[src/hdl/timer16_pkg.sv]
// Purpose: Shared constants and types of the multimode 16-bit timer.
// Assumes: Byte-wide memory-mapped core accesses; 50 MHz system clock.
// Notes:   Offsets are byte addresses in the core's data space.
package timer16_pkg;

  ////////////////////////////////////////////////////////////////////////////
  // Register byte addresses
  localparam logic [7:0] ADDR_RELOAD_LOW  = 8'haa;
  localparam logic [7:0] ADDR_RELOAD_HIGH = 8'hab;
  localparam logic [7:0] ADDR_COUNT_LOW   = 8'hac;
  localparam logic [7:0] ADDR_COUNT_HIGH  = 8'had;
  localparam logic [7:0] ADDR_CONTROL     = 8'hae;

  ////////////////////////////////////////////////////////////////////////////
  // Values after reset and fixed count values
  localparam logic [15:0] COUNT_RESET   = 16'hffff;
  localparam logic [15:0] RELOAD_RESET  = 16'h0000;
  localparam logic [7:0]  CONTROL_RESET = 8'h00;
  localparam logic [15:0] COUNT_ALL_ONES = 16'hffff;
  localparam logic [15:0] COUNT_ZERO     = 16'h0000;

  ////////////////////////////////////////////////////////////////////////////
  // Control register field positions
  localparam int BIT_MODE_HI      = 7;
  localparam int BIT_MODE_MID     = 6;
  localparam int BIT_MODE_LO      = 5;
  localparam int BIT_RUN_FLAG     = 4;
  localparam int BIT_PENDING      = 3;
  localparam int BIT_ENABLE       = 2;
  localparam int BIT_CAPTURE_TYPE = 1;

  ////////////////////////////////////////////////////////////////////////////
  // Instruction clock derived from the system clock
  localparam int CLOCK_PERIOD_NS = 20;
  localparam int INSTR_PERIOD_NS = 1000;
  localparam int INSTR_DIV       = INSTR_PERIOD_NS / CLOCK_PERIOD_NS;
  localparam int DIV_WIDTH       = 6;
  localparam logic [DIV_WIDTH-1:0] DIV_LAST = DIV_WIDTH'(INSTR_DIV - 1);
  localparam logic [DIV_WIDTH-1:0] DIV_ZERO = 6'h00;

  ////////////////////////////////////////////////////////////////////////////
  // Operating mode, coded as the two upper mode select bits
  typedef enum logic [1:0] {
    MODE_EVENT   = 2'b00,
    MODE_CAPTURE = 2'b01,
    MODE_PWM     = 2'b10,
    MODE_DIFF    = 2'b11
  } mode_t;

  // Difference capture progress
  typedef enum logic {
    DIFF_WAIT_FIRST  = 1'b0,
    DIFF_WAIT_SECOND = 1'b1
  } diff_state_t;

endpackage

[src/hdl/pin_edge_detect.sv]
// Purpose: Synchronise the timer pin and report its edges.
// Assumes: Pin is asynchronous to clock_in.
// Notes:   Edges come out two clocks after the pin moves.
`timescale 1ns/100ps
module pin_edge_detect (
  // Clock and reset
  input  wire logic clock_in,
  input  wire logic reset_in,
  // Raw pin level
  input  wire logic pin_in,
  // Synchronised edges, one cycle each
  output logic      rise_out,
  output logic      fall_out
);

  logic sync_first;
  logic sync_second;
  logic level_prev;

  ////////////////////////////////////////////////////////////////////////////
  // Two-stage synchroniser; only the second stage is looked at
  always_ff @(posedge clock_in or posedge reset_in) begin
    if (reset_in) begin
      sync_first  <= 1'b0;
      sync_second <= 1'b0;
      level_prev  <= 1'b0;
    end else begin
      sync_first  <= pin_in;
      sync_second <= sync_first;
      level_prev  <= sync_second;
    end
  end

  // Edge detection on settled samples
  assign rise_out = sync_second & ~level_prev;
  assign fall_out = ~sync_second & level_prev;

endmodule

[src/hdl/multimode_timer16.sv]
// Purpose: 16-bit down counter with reload/capture register and four modes.
// Assumes: Byte accesses from the core on clock_in; pin is asynchronous.
// Notes:   Instruction clock is a 1 in 50 enable of the 50 MHz clock.
// Notes on behaviour
// RQ1: Sixteen-bit counter, sixteen-bit reload/capture, eight-bit control, bytes high and low.
// RQ2: Reset gives counter all ones, reload zero, control zero.
// RQ3: Outside capture modes, control bit 4 starts or stops counting.
// RQ4: A running counter steps down by one on each count event.
// RQ5: Count event is instruction clock or pin edge, by mode.
// RQ6: Stepping down from zero underflows to all ones or reload value.
// RQ7: Control bit 2 enables the interrupt; source is underflow or capture.
// RQ8: Control bit 3 reads one while a timer interrupt is pending.
// RQ9: In capture modes control bit 4 is the underflow pending flag.
// RQ10: Bit 1 picks pulse or cycle capture; bit 0 is reserved.
// RQ11: Bits 7 to 5 with the capture type bit choose the mode.
// RQ12: Mode bits 00x count pin rising or falling edges, interrupt on underflow.
// RQ13: Mode bits 10x count instruction clocks, auto-reload, optionally toggle pin.
// RQ14: Mode bits 01x count instruction clocks, capture on one pin edge.
// RQ15: Mode bits 11x measure time between a selected pair of pin edges.
// RQ16: Timer pin shares the port pin; input or output by mode.
// RQ17: Interrupt reaches the core only with enable and global enable set.
// RQ18: Pulse-width underflow reloads, keeps counting and sets the pending flag.
// RQ19: Selected capture edge copies the counter into the capture register.
// RQ20: External events last one instruction clock and toggle at most half its rate.
// RQ21: Writing zero clears a pending flag; writing one leaves it alone.
`timescale 1ns/100ps
module multimode_timer16 (
  // Clock and reset
  input  wire logic       clock_in,
  input  wire logic       reset_in,
  // Core data-space access
  input  wire logic [7:0] addr_in,
  input  wire logic       write_en_in,
  input  wire logic       read_en_in,
  input  wire logic [7:0] write_data_in,
  output logic      [7:0] read_data_out,
  // Interrupt to the core
  input  wire logic       global_irq_enable_in,
  output logic            timer_irq_out,
  // Shared port pin
  input  wire logic       timer_pin_in,
  input  wire logic       port_level_in,
  output logic            timer_pin_out,
  output logic            timer_pin_oe_n_out
);

  ////////////////////////////////////////////////////////////////////////////
  // Storage
  localparam int DIV_WIDTH_L = timer16_pkg::DIV_WIDTH;

  // Timer registers
  logic [15:0] count_reg;
  logic [15:0] reload_capture_reg;

  // Control fields
  logic [2:0]  mode_sel;
  logic        irq_mask_enable;
  logic        capture_type_sel;

  // Flags
  logic        run_or_underflow_flag;
  logic        irq_pending;

  // Pin level, prescaler and difference sequencing
  logic        toggle_level;
  logic [DIV_WIDTH_L-1:0] div_count;
  timer16_pkg::diff_state_t diff_state;

  // Next values
  logic [15:0] next_count;
  logic [15:0] next_reload;
  logic        next_run_flag;
  logic        next_pending;
  logic        next_toggle;
  logic [7:0]  next_read_data;
  timer16_pkg::diff_state_t next_diff_state;

  ////////////////////////////////////////////////////////////////////////////
  // Address decode for the five byte registers
  wire hit_reload_low  = addr_in == timer16_pkg::ADDR_RELOAD_LOW;
  wire hit_reload_high = addr_in == timer16_pkg::ADDR_RELOAD_HIGH;
  wire hit_count_low   = addr_in == timer16_pkg::ADDR_COUNT_LOW;
  wire hit_count_high  = addr_in == timer16_pkg::ADDR_COUNT_HIGH;
  wire hit_control     = addr_in == timer16_pkg::ADDR_CONTROL;

  // Byte write strobes
  wire wr_reload_low  = write_en_in & hit_reload_low;   // see RQ1
  wire wr_reload_high = write_en_in & hit_reload_high;  // see RQ1
  wire wr_count_low   = write_en_in & hit_count_low;    // see RQ1
  wire wr_count_high  = write_en_in & hit_count_high;   // see RQ1
  wire wr_control     = write_en_in & hit_control;

  ////////////////////////////////////////////////////////////////////////////
  // Mode decode; the capture type bit only matters in difference capture
  wire timer16_pkg::mode_t mode = timer16_pkg::mode_t'(mode_sel[2:1]);  // see RQ11
  wire mode_event   = mode == timer16_pkg::MODE_EVENT;
  wire mode_pwm     = mode == timer16_pkg::MODE_PWM;
  wire mode_capture = mode == timer16_pkg::MODE_CAPTURE;
  wire mode_diff    = mode == timer16_pkg::MODE_DIFF;
  wire any_capture  = mode_capture | mode_diff;
  wire edge_is_fall = mode_sel[0];

  // Mode being written, so bit 4 can be read with its new meaning
  wire written_capture = write_data_in[timer16_pkg::BIT_MODE_MID];

  ////////////////////////////////////////////////////////////////////////////
  // Instruction clock enable: one pulse every INSTR_DIV system clocks
  wire instr_tick = div_count == timer16_pkg::DIV_LAST;

  always_ff @(posedge clock_in or posedge reset_in) begin
    if (reset_in) begin
      div_count <= timer16_pkg::DIV_ZERO;
    end else if (instr_tick) begin
      div_count <= timer16_pkg::DIV_ZERO;
    end else begin
      div_count <= div_count + 1'b1;
    end
  end

  ////////////////////////////////////////////////////////////////////////////
  // Pin edges; counting them relies on the source keeping each level
  // for a full instruction clock, which the sampler then never misses
  logic pin_rise;
  logic pin_fall;

  pin_edge_detect pin_edges (
    .clock_in (clock_in),
    .reset_in (reset_in),
    .pin_in   (timer_pin_in),
    .rise_out (pin_rise),
    .fall_out (pin_fall)
  );  // see RQ20

  wire sel_edge = edge_is_fall ? pin_fall : pin_rise;  // see RQ12

  ////////////////////////////////////////////////////////////////////////////
  // Count event and underflow
  // Capture modes run as soon as they are selected; bit 4 is a flag there
  wire running    = any_capture | run_or_underflow_flag;  // see RQ3
  wire count_src  = mode_event ? sel_edge : instr_tick;   // see RQ5
  wire count_tick = running & count_src;                  // see RQ4
  wire at_zero    = count_reg == timer16_pkg::COUNT_ZERO;
  wire underflow  = count_tick & at_zero;                 // see RQ6

  // Reload modes take the reload value, capture modes wrap to all ones
  wire [15:0] underflow_value = any_capture ? timer16_pkg::COUNT_ALL_ONES
                                            : reload_capture_reg;  // see RQ6

  ////////////////////////////////////////////////////////////////////////////
  // Capture edges
  // Difference pair from bit 5 and the capture type bit:
  // 00 rise-fall, 01 rise-rise, 10 fall-rise, 11 fall-fall
  wire second_is_fall = ~(mode_sel[0] ^ capture_type_sel);       // see RQ15
  wire second_edge    = second_is_fall ? pin_fall : pin_rise;
  wire diff_start     = mode_diff & sel_edge &
                        (diff_state == timer16_pkg::DIFF_WAIT_FIRST);
  wire diff_capture   = mode_diff & second_edge &
                        (diff_state == timer16_pkg::DIFF_WAIT_SECOND);
  wire single_capture = mode_capture & sel_edge;                  // see RQ14
  wire capture_event  = single_capture | diff_capture;            // see RQ19

  ////////////////////////////////////////////////////////////////////////////
  // Flag sources: pending bit takes underflow in reload modes and
  // captures in capture modes; bit 4 takes underflow in capture modes
  wire pending_set   = any_capture ? capture_event : underflow;   // see RQ7
  wire underflow_set = any_capture & underflow;                   // see RQ9

  ////////////////////////////////////////////////////////////////////////////
  // Next count: core writes win, then restart, then underflow, then step
  // A write wins so software can always preload a known value
  always_comb begin
    next_count = count_reg;
    if (wr_count_low) begin
      next_count = {count_reg[15:8], write_data_in};            // see RQ1
    end else if (wr_count_high) begin
      next_count = {write_data_in, count_reg[7:0]};             // see RQ1
    end else if (diff_start) begin
      next_count = timer16_pkg::COUNT_ALL_ONES;                 // see RQ15
    end else if (underflow) begin
      next_count = underflow_value;                             // see RQ18
    end else if (count_tick) begin
      next_count = count_reg - 16'h0001;                        // see RQ4
    end
  end

  ////////////////////////////////////////////////////////////////////////////
  // Next reload/capture value; a byte write beats a capture
  always_comb begin
    next_reload = reload_capture_reg;
    if (wr_reload_low) begin
      next_reload = {reload_capture_reg[15:8], write_data_in};
    end else if (wr_reload_high) begin
      next_reload = {write_data_in, reload_capture_reg[7:0]};
    end else if (capture_event) begin
      next_reload = count_reg;                                  // see RQ19
    end
  end

  ////////////////////////////////////////////////////////////////////////////
  // Pending flag: hardware set beats a clearing write, so no event is lost
  always_comb begin
    next_pending = irq_pending;
    if (pending_set) begin
      next_pending = 1'b1;                                      // see RQ8
    end else if (wr_control & ~write_data_in[timer16_pkg::BIT_PENDING]) begin
      next_pending = 1'b0;                                      // see RQ21
    end
  end

  ////////////////////////////////////////////////////////////////////////////
  // Bit 4: plain run control, or a set-wins underflow flag in capture modes
  always_comb begin
    next_run_flag = run_or_underflow_flag;
    if (underflow_set) begin
      next_run_flag = 1'b1;                                     // see RQ9
    end else if (wr_control) begin
      if (written_capture) begin
        if (~write_data_in[timer16_pkg::BIT_RUN_FLAG]) begin
          next_run_flag = 1'b0;                                 // see RQ21
        end
      end else begin
        next_run_flag = write_data_in[timer16_pkg::BIT_RUN_FLAG];  // see RQ3
      end
    end
  end

  ////////////////////////////////////////////////////////////////////////////
  // Difference capture sequencing; a control write rearms it
  always_comb begin
    next_diff_state = diff_state;
    if (wr_control) begin
      next_diff_state = timer16_pkg::DIFF_WAIT_FIRST;
    end else if (diff_start) begin
      next_diff_state = timer16_pkg::DIFF_WAIT_SECOND;          // see RQ15
    end else if (diff_capture) begin
      next_diff_state = timer16_pkg::DIFF_WAIT_FIRST;
    end
  end

  ////////////////////////////////////////////////////////////////////////////
  // Toggle output: starts from the port's own level when toggling is
  // selected, so the pin does not glitch when the timer takes it over
  wire enter_toggle = wr_control & (write_data_in[7:5] == 3'b101);
  wire toggle_now   = mode_pwm & mode_sel[0] & underflow;

  always_comb begin
    next_toggle = toggle_level;
    if (enter_toggle) begin
      next_toggle = port_level_in;                              // see RQ16
    end else if (toggle_now) begin
      next_toggle = ~toggle_level;                              // see RQ13
    end
  end

  ////////////////////////////////////////////////////////////////////////////
  // Read mux; unmapped addresses and the reserved bit read zero
  wire [7:0] control_view = {mode_sel,
                             run_or_underflow_flag,
                             irq_pending,
                             irq_mask_enable,
                             capture_type_sel,
                             1'b0};                             // see RQ10

  always_comb begin
    next_read_data = 8'h00;
    if (hit_reload_low) begin
      next_read_data = reload_capture_reg[7:0];
    end else if (hit_reload_high) begin
      next_read_data = reload_capture_reg[15:8];
    end else if (hit_count_low) begin
      next_read_data = count_reg[7:0];
    end else if (hit_count_high) begin
      next_read_data = count_reg[15:8];
    end else if (hit_control) begin
      next_read_data = control_view;
    end
  end

  ////////////////////////////////////////////////////////////////////////////
  // Data registers
  always_ff @(posedge clock_in or posedge reset_in) begin
    if (reset_in) begin
      count_reg          <= timer16_pkg::COUNT_RESET;           // see RQ2
      reload_capture_reg <= timer16_pkg::RELOAD_RESET;          // see RQ2
    end else begin
      count_reg          <= next_count;
      reload_capture_reg <= next_reload;
    end
  end

  // Control fields written straight from the core
  always_ff @(posedge clock_in or posedge reset_in) begin
    if (reset_in) begin
      mode_sel         <= timer16_pkg::CONTROL_RESET[7:5];      // see RQ2
      irq_mask_enable  <= timer16_pkg::CONTROL_RESET[2];
      capture_type_sel <= timer16_pkg::CONTROL_RESET[1];
    end else if (wr_control) begin
      mode_sel         <= write_data_in[7:5];                   // see RQ11
      irq_mask_enable  <= write_data_in[timer16_pkg::BIT_ENABLE];        // see RQ7
      capture_type_sel <= write_data_in[timer16_pkg::BIT_CAPTURE_TYPE];  // see RQ10
    end
  end

  // Flags, sequencing and pin level
  always_ff @(posedge clock_in or posedge reset_in) begin
    if (reset_in) begin
      run_or_underflow_flag <= timer16_pkg::CONTROL_RESET[4];
      irq_pending           <= timer16_pkg::CONTROL_RESET[3];
      diff_state            <= timer16_pkg::DIFF_WAIT_FIRST;
      toggle_level          <= 1'b0;
    end else begin
      run_or_underflow_flag <= next_run_flag;
      irq_pending           <= next_pending;
      diff_state            <= next_diff_state;
      toggle_level          <= next_toggle;
    end
  end

  // Read data is held until the next read
  always_ff @(posedge clock_in or posedge reset_in) begin
    if (reset_in) begin
      read_data_out <= 8'h00;
    end else if (read_en_in) begin
      read_data_out <= next_read_data;
    end
  end

  ////////////////////////////////////////////////////////////////////////////
  // Interrupt: any pending source, gated by the local and global enables
  wire irq_source = irq_pending | (any_capture & run_or_underflow_flag);  // see RQ7
  assign timer_irq_out = irq_source & irq_mask_enable &
                         global_irq_enable_in;                  // see RQ17

  ////////////////////////////////////////////////////////////////////////////
  // Pin drive: only the toggling pulse-width mode takes the pin;
  // every other mode leaves it as an input for the port or the timer
  assign timer_pin_out      = toggle_level;
  assign timer_pin_oe_n_out = ~(mode_pwm & mode_sel[0]);        // see RQ16

endmodule

[config.mk]
export PLATFORM = sky130hd
export DESIGN_NAME = multimode_timer16
export DESIGN_NICKNAME = d
export VERILOG_FILES = /design/src/hdl/timer16_pkg.sv /design/src/hdl/pin_edge_detect.sv /design/src/hdl/multimode_timer16.sv
export SDC_FILE = /design/constraint.sdc
export NUM_CORES = 1
export LEC_CHECK = 0
export ABC_AREA = 1
export BUFFER_PORTS_ARGS = -buffer_cell sky130_fd_sc_hd__buf_4
export CORE_AREA = 3 3 100 102
export CTS_CLUSTER_DIAMETER = 40
export DETAILED_ROUTE_END_ITERATION = 7
export DIE_AREA = 0 0 103 105
export GPL_TIMING_DRIVEN = 0
export PLACE_DENSITY = 0.69
export SLEW_MARGIN = 20
export SYNTH_ARGS = -nofsm -noshare
export SYNTH_HDL_FRONTEND = slang
export SYNTH_SLANG_ARGS = --single-unit
[constraint.sdc]
create_clock -name clock_in -period 1.7 [get_ports clock_in]
set_clock_uncertainty 0.05 [all_clocks]
set_input_delay 0.255 -clock clock_in [delete_from_list [all_inputs] [get_ports clock_in]]
set_output_delay 0.255 -clock clock_in [all_outputs]
set_load 0.01 [all_outputs]
# Yosys cells after proc, flatten, opt, wreduce, memory -nomap -nowiden
# Index checks and enable logic that the tools add are counted.
# word_totals
ff_bits	58
latchBits	0
ram_bits	0
romBits	0
inputBits	23
output_inout_bits	11
word_cells	111
mem_count	0
# classes
add_sub_neg	2
mul	0
n_div	0
magnitude_cmp	0
n_eq_ne	13
n_shift	0
muxes	30
n_bitwise	35
n_reduce_logical	15
# op_table
op	n
two-way mux 16 bit	7
two-way mux 8 bit	7
== test 8 bit, second input constant	5
AND 1 bit	22
zero test 16 bit	1
subtractor 16 x 1 -> 16 bit, second input constant	1
two-way mux 1 bit	15
AND reduction 2 bit	5
nonzero test 2 bit	5
NOT 1 bit	8
nonzero test 4 bit	2
adder 6 x 1 -> 6 bit, second input constant	1
== test 6 bit, second input constant	1
two-way mux 6 bit	1
== test 2 bit, second input constant	2
!= test 2 bit, second input constant	2
bitwise OR 1 bit	4
== test 3 bit, second input constant	1
!= test 3 x 2 -> 1 bit, second input constant	1
nonzero test 3 bit	1
== test 2 x 1 -> 1 bit, second input constant	1
zero test 2 bit	1
bitwise XOR 1 bit	1

# Depth between registers and ports, before layout
# Gate-level depths: netlist (run 1).
# logic_depth
word_depth	10
ltp_mapped	12
mapped_depth_nobuf	12

# Modules after synthesis
# A second synthesis (run 1) with hierarchy kept.
# hier_totals
cells_unflattened	611
hier_area_um2	4082.7
# modules_own_cells
module	n_inst	cells_each	area_per_inst_um2	seq_area_each_um2
multimode_timer16	1	603	3988.8	1396.3
pin_edge_detect	1	8	93.8	75.1

# Worst setup path before layout (run 1)
# No wires, ideal clock.
# synth_path
path_kind	flip-flop to flip-flop
from	register count_reg[0]
to	register count_reg[8]
setup_ns	0.075
arrival_ns	1.594
required_ns	1.575
setup_slack_ns	-0.020
path_stages_with_launch	12
n_path_buf	1
synth_period_minus_slack_ns	1.720
cell_sequence	dfstp_2 inv_1 ha_1 nand3_2 or2_4 nor2_8 nand2_4 buf_6 nand2_1 nand3_1 nand2_1 nand2_1
# synth_between
elab_chain_len	5
elab_cells_between_ends	9
cone_classes	add/sub: 1; mux: 4; bitwise: 1; reduce/logical: 3
# synth_rtl
item	line	rtl
from (decl)	multimode_timer16.sv:52	logic [15:0] count_reg;
from (signal assigned)	multimode_timer16.sv:283	count_reg <= timer16_pkg::COUNT_RESET;
from (signal assigned)	multimode_timer16.sv:286	count_reg <= next_count;
subtractor 16 x 1 -> 16 bit / zero test 16 bit (equally long branches)	multimode_timer16.sv:182, multimode_timer16.sv:142	
two-way mux 16 bit / AND 1 bit (equally long branches)	multimode_timer16.sv:181, multimode_timer16.sv:143	
two-way mux 16 bit	multimode_timer16.sv:179	end else if (underflow) begin
two-way mux 16 bit	multimode_timer16.sv:177	end else if (diff_start) begin
two-way mux 16 bit	multimode_timer16.sv:175	end else if (wr_count_high) begin
# Several ways; a longest one is shown, not always the timed one. The select of a mux whose other input is x is not followed.
# A chain may end at the register's enable or synchronous reset.

# Final worst setup path (run 1)
# layout_path
from	register count_reg[1]
to	register count_reg[6]
# layout_between
elab_chain_len	6
elab_cells_between_ends	10
cone_classes	add/sub: 1; mux: 5; bitwise: 1; reduce/logical: 3
# layout_rtl
item	line	rtl
subtractor 16 x 1 -> 16 bit / zero test 16 bit (equally long branches)	multimode_timer16.sv:182, multimode_timer16.sv:142	
two-way mux 16 bit / AND 1 bit (equally long branches)	multimode_timer16.sv:181, multimode_timer16.sv:143	
two-way mux 16 bit	multimode_timer16.sv:179	
two-way mux 16 bit	multimode_timer16.sv:177	
two-way mux 16 bit	multimode_timer16.sv:175	
two-way mux 8 bit	multimode_timer16.sv:173	if (wr_count_low) begin
# Several ways; a longest one is shown, not always the timed one. The select of a mux whose other input is x is not followed.

==> results of run 1 <==
path summary, 6_finish.rpt:
path / end / from / slack, ns / depth (start not counted)
setup / recovery: count_reg[6]$_DFFE_PP1P_ / count_reg[1]$_DFFE_PP1P_ / -0.08 / 11
hold / removal: mode_sel[0]$_DFFE_PP0P_ / write_data_in[5] / 0.16 / 3
setup reg to reg: count_reg[6]$_DFFE_PP1P_ / count_reg[1]$_DFFE_PP1P_ / -0.08 / 11
hold reg to reg: pin_edges.sync_second$_DFF_PP0_ / pin_edges.sync_first$_DFF_PP0_ / 0.31 / 0
max in group asynchronous: count_reg[2]$_DFFE_PP1P_ / reset_in / 0.45 / 4
min in group asynchronous: read_data_out[6]$_DFFE_PP0P_ / reset_in / 0.51 / 3
logic make-up after synthesis:
| group | count (synthesis) |
|---|---|
| AOI/OAI and AO/OA | 49 |
| xor gates and xnor gates | 6 |
| adders and majority gates | 3 |
| buffers and inverters | 80 |
| DFF | 58 |
| and+or+nand+nor | 414 |
metal layers:
layer | track usage (%) | vias to the layer above
li1 | - | 2109
met5 | 0 | -
met4 | 11.84 | 0
met2 | 40.65 | 198
met3 | 5.674 | 54
met1 | 33.43 | 2121
layout make-up:
class | instances | share of cell area (%)
diodes | 1 | 0.04627
multi-input cells | 472 | 47.83
plain buffers | 18 | 3.031
well taps | 111 | 2.568
flip-flops and latches | 58 | 27.26
clock buffers | 9 | 2.291
repair buffers | 71 | 11.27
clock inverters | 7 | 1.296
inverters | 62 | 4.419
worst reg2reg max path, delay by kind of cell (launching register included):
| kind | cells | cell delay (ns) |
|---|---|---|
| adder cells (fa/ha/maj) | 1 | 0.15 |
| buffers and inverters | 3 | 0.36 |
| flip-flops | 1 | 0.38 |
| AND/OR/NAND/NOR | 7 | 0.79 |
where the power goes:
group	internal [mW]	leakage [nW]	switching, mW	total (mW)
registers	1.92	0.678	0.587	2.51
clock network	0.673	0.0990	0.616	1.29
logic	1.15	1.98	1.57	2.72
total	3.74	2.75	2.78	6.52
Yosys cell counts (2+ instances only):
cell type	instances
nor2_2	2
buf_4	4
nand3_2	5
nand3_1	86
nand4_1	11
dfrtp_1	42
nor3_4	2
inv_1	58
inv_2	4
nand2_2	2
a31oi_1	2
dfstp_2	16
o21ai_1	3
nor2_1	63
buf_2	5
nand2_1	215
xor2_1	6
or2_2	18
buf_6	4
clkbuf_1	5
nand2_4	3
ha_1	3
a21oi_1	5
o21ai_0	36
per-stage QoR:
step	total power [mW]	utilization, %	TNS [ns]	worst slack (ns)	hold WS [ns]
final	6.516	58.80	-0.8623	-0.08160	0.1620
after global routing	6.915	58.78	-2.366	-0.1409	0.1627
after CTS	5.982	54.33	-0.02894	-0.01791	0.1465
after detailed placement	4.432	48.46	-3.471	-0.2379	0.2957
after global placement	4.391	48.24	-3.705	-0.2519	0.2823
after floorplan	3.750	-	0	0.001768	0.2364
timing repair:
action                     in CTS  in global routing
setup endpoints to repair      28                 34
resized for setup              38                 94
hold endpoints to repair       17                  0
pin swaps                      14                 39
cloned                          2                  2
setup buffers                  22                 11
hold buffers                    2                  0
==> metrics, run 1 <==
I/O pin count=34; worst vdd ir=706.3 µV; crit end category=register; Gate Count Post-Synth=610; largest family of logic cells by synthesized area=simple AND/OR/NAND/NOR gates; uppermost routed layer=met4; number of synthesized flops with an enable pin=0; Clock transition at path regs=0.08 ns; syn_area_per_cell=6.642 µm²; Die ar.=10820 µm²; worst rel slew slack=56.23%; worst path required time=1.94 ns; WL final=14.04 mm; P&R area growth vs syn=33.48%; status=finished with violations; critical path cell sequence=inv_4 > ha_4 > nand3_4 > or2_4 > nor2_8 > buf_6 > buf_8 > nand3_2 > nand3_2 > nand2_1 > nand2_1; slowest cell delay on critical path=0.38 ns; most frequent cells in the layout=nand2_1 (192), buf_4 (62), nor2_1 (56); largest area contributor in the netlist=dfrtp_1; multiplexer share of the synthesized area=0%; area share of and/or/nand/nor cells after synthesis=46.26%; Synth warnings=0; measured slew at the worst slew-check pin=0.6552 ns; number of max-cap violations=0; DPL Wire Length=9.581 mm; Synth area leaders=dfrtp_1 (26%), nand2_1 (20%), nand3_1 (11%); core footprint=9196 µm²; period utilization=104.8%; post-synthesis compound-gate area fraction=6.516%; final hold violations=0; Worst Path Buf+Inv=3; FF+latch area=1474 µm²; FP Rows=35; Adder-Cell Fraction of Synth Area=0.9265%; Max Freq=561.3 MHz; min Tclk post-route=1.782 ns; filler cell count=863; maximum root-to-sink buffer count=2; RSZ-0062 raised after global routing=yes; Yosys reg bits=58; mapped cell area=4051 µm²; critical path's top delay family=simple AND/OR/NAND/NOR gates; commonest non-fill, non-tap cell in the layout=nand2_1; largest net degree at the start of global routing=31; area share of the largest cell type after synthesis=25.94%; total length of routed met2 wires=6.740 mm; PortBufs=31; final setup vio count=17; startpoint types=register; Top FF cell, synth=dfrtp_1; pwr dens=1205 nW/µm²; crit path kind=reg -> reg; gr usage total=25.85%; Slowest cell on crit path=dfstp_2; placed cell area=4457 µm²; worst skew pair latency=0.35 ns; vias=4482; area of the multi-input gates=2586 µm²; Synth Area in XOR/XNOR=1.297%; fin. max-slew vios=0; vias in the first global route=4127; failing checks=setup timing; layout cell share with drive strength beyond 1=34.00%; cts bufs inserted=9; final instance count without filler cells=809; Layout Nets=718; die extent in y=105 µm; CP arrival=2.02 ns; depth of the CTS H-tree=3; clk sinks=58; Cells after DPL=753; Initial Util=44.05%; ANT nets after route=0; CP Max Fanout=5; Via density=5.540; CTS tree=yes; sequential share of the synthesized area=36.32%; drc violations=0; Lkg Pwr=2.755 nW; clock root buffer=clkbuf_8; synth unique cells=34; met3 WL=979 µm; die width=103 µm; post-route worst setup slack=-0.08160 ns; fraction of registers with async set/reset=100.0%; drt wl/cell=17.35 µm; DR iter-0 viols=352; grt ovf=0; syn nets=636; initial antenna violation count=0; Worst Hold Class=in -> reg; Design Area, Final=5408 µm²; GP Congestion=0.9423; DRT met1 WL=5.742 mm; global-route wire length before repair=21.20 mm; DR pass1 iterations=5
No activity file was read; power rests on OpenSTA's default activity.
==> run 2, diff against run 1 <==
CAP_MARGIN = 40   (was default)
SETUP_SLACK_MARGIN = 0.3   (was default)
==> metrics, run 2 (synthesized netlist as in run 1, its figures left out) <==
Fin Setup TNS=-0.4034 ns (+0.4588 ns); period utilization=102.9% (-1.9 points); Layout Nets=722 (+0.56%); layout cell share with drive strength beyond 1=34.81% (+0.80 points); CP arrival=1.99 ns (-0.03 ns); vias in the first global route=3986 (-3.4%); status=finished with violations; gr usage total=25.02% (-0.83 points); final instance count without filler cells=813 (+0.49%); core footprint=9196 µm² (unchanged); grt ovf=0 (unchanged); Cells after DPL=753 (unchanged); FP Rows=35 (unchanged); fin. max-slew vios=0 (unchanged); critical path cell sequence=inv_1 > ha_2 > nand3_2 > nand2_2 > inv_2 > nor2_4 > nand2_8 > buf_6 > nand2_2 > nand3_1 > nand2_1 > nand2_1; Design Area, Final=5421 µm² (+0.25%); Die ar.=10820 µm² (unchanged); global-route wire length before repair=20.56 mm (-3.0%); Max Freq=571.8 MHz (+1.9%); commonest non-fill, non-tap cell in the layout=nand2_1; ANT nets after route=0 (unchanged); RSZ-0062 raised after global routing=yes; maximum root-to-sink buffer count=2 (unchanged); largest net degree at the start of global routing=32 (+3.2%); FF+latch area=1471 µm² (-0.17%); Lkg Pwr=2.754 nW (about the same); DR pass1 iterations=7 (+2); die width=103 µm (unchanged); number of max-cap violations=0 (unchanged); min Tclk post-route=1.749 ns (-0.03270 ns); fin util=58.95% (+0.15 points); final setup vio count=17 (unchanged); WL final=13.93 mm (-0.77%); Slowest cell on crit path=dfrtp_1; CTS tree=yes; worst path required time=1.94 ns (about the same); worst rel slew slack=54.58% (-1.6 points); drt wl/cell=17.13 µm (-1.3%); drc violations=0 (unchanged); slowest cell delay on critical path=0.40 ns (+0.02 ns); pwr dens=1209 nW/µm² (+0.37%); depth of the CTS H-tree=3 (unchanged); failing checks=setup timing; clk sinks=58 (unchanged); Worst Hold Class=in -> reg; initial antenna violation count=0 (unchanged); most frequent cells in the layout=nand2_1 (182), nand3_1 (69), buf_4 (62); worst skew pair latency=0.36 ns (about the same); die extent in y=105 µm (unchanged); measured slew at the worst slew-check pin=0.6798 ns (+0.02465 ns); Via density=5.568 (+0.51%); post-route worst setup slack=-0.04890 ns (+0.03270 ns); vias=4527 (+1.0%); clock root buffer=clkbuf_8; CP Max Fanout=6 (+1); P&R area growth vs syn=33.82%; crit path kind=reg -> reg; Initial Util=44.05% (unchanged); final hold violations=0 (unchanged); DPL Wire Length=9.478 mm (-1.1%); Clock transition at path regs=0.08 ns (about the same); cts bufs inserted=9 (unchanged); worst vdd ir=928.5 µV (+31%); PortBufs=31 (unchanged); I/O pin count=34 (unchanged); DR iter-0 viols=445 (+26%); placed cell area=4492 µm² (+0.79%); area of the multi-input gates=2567 µm² (-0.73%); crit end category=register; filler cell count=872 (+1.0%); startpoint types=register; GP Congestion=0.9615 (+2.0%)
[run 2: cell count changes in the layout (fill, tap and decap cells not counted), moves of 3 or more]
| cell | before | now |
|---|---|---|
| clkinv_2 | 3 | 0 |
| nand2_1 | 192 | 182 |
| o21ai_1 | 10 | 6 |
| o21ai_2 | 3 | 6 |
| buf_6 | 12 | 17 |
| nand2_2 | 20 | 28 |
| nand3_2 | 34 | 19 |
| nand3_1 | 54 | 69 |
[run 2: timing repair]
action | in CTS | in global routing
setup endpoints to repair | 37 | 48
cloned | 3 | 0
hold buffers | 2 | 0
setup buffers | 24 | 14
pin swaps | 15 | 30
endpoints found under the hold margin | 19 | 0
gates resized for setup | 38 | 87
[run 2: power breakdown]
| group | switching (mW) | internal [mW] |
|---|---|---|
| Clock | 0.661 | 0.686 |
| Sequential | 0.620 | 1.92 |
| Combinational | 1.55 | 1.12 |
[run 2: worst paths after layout]
check / endpoint / slack [ns] / startpoint / depth (start not counted)
worst max-delay path: count_reg[4]$_DFFE_PP1P_ / -0.05 / div_count[1]$_DFF_PP0_ / 12
worst min-delay path: mode_sel[0]$_DFFE_PP0P_ / 0.14 / write_data_in[5] / 3
worst max register to register: count_reg[4]$_DFFE_PP1P_ / -0.05 / div_count[1]$_DFF_PP0_ / 12
worst min register to register: pin_edges.sync_second$_DFF_PP0_ / 0.30 / pin_edges.sync_first$_DFF_PP0_ / 0
max in group asynchronous: count_reg[2]$_DFFE_PP1P_ / 0.45 / reset_in / 4
min in group asynchronous: div_count[3]$_DFF_PP0_ / 0.49 / reset_in / 3
[run 2: final cells by class]
class	count	share of cell area (%)
inverters	62	4.500
well taps	111	2.562
plain buffers	18	3.069
clock buffers	9	2.285
repair buffers	75	11.59
flip-flops and latches	58	27.14
clock inverters	7	1.454
diodes	1	0.04616
multi-input cells	472	47.36
[run 2: critical path, delay by kind of cell, from the launching register on]
kind | cells | cell delay [ns]
flip-flops | 1 | 0.40
buffers and inverters | 3 | 0.27
AND/OR/NAND/NOR | 8 | 0.78
adder cells (fa/ha/maj) | 1 | 0.17
[run 2: stage by stage]
stage          total power [mW]  worst slack [ns]  hold slack [ns]
6_report                  6.556          -0.04890           0.1450
5_1_grt                   6.953           -0.1243           0.1564
4_1_cts                   6.066          0.006155           0.1295
3_5_place_dp              4.455           -0.1695           0.2913
3_3_place_gp              4.393           -0.1726           0.2817
2_1_floorplan             3.786           0.07364           0.2364
[run 2: layer usage]
layer  wire length (µm)  up-vias  share of wire (%)  track usage (%)
li1                   -     2118                  -                -
met1               5715     2121                 41            33.43
met2               6524      245                 47            38.68
met3               1219       43                8.8            5.607
met4                471        0                3.4            10.27
met5                  0        -                  0                0
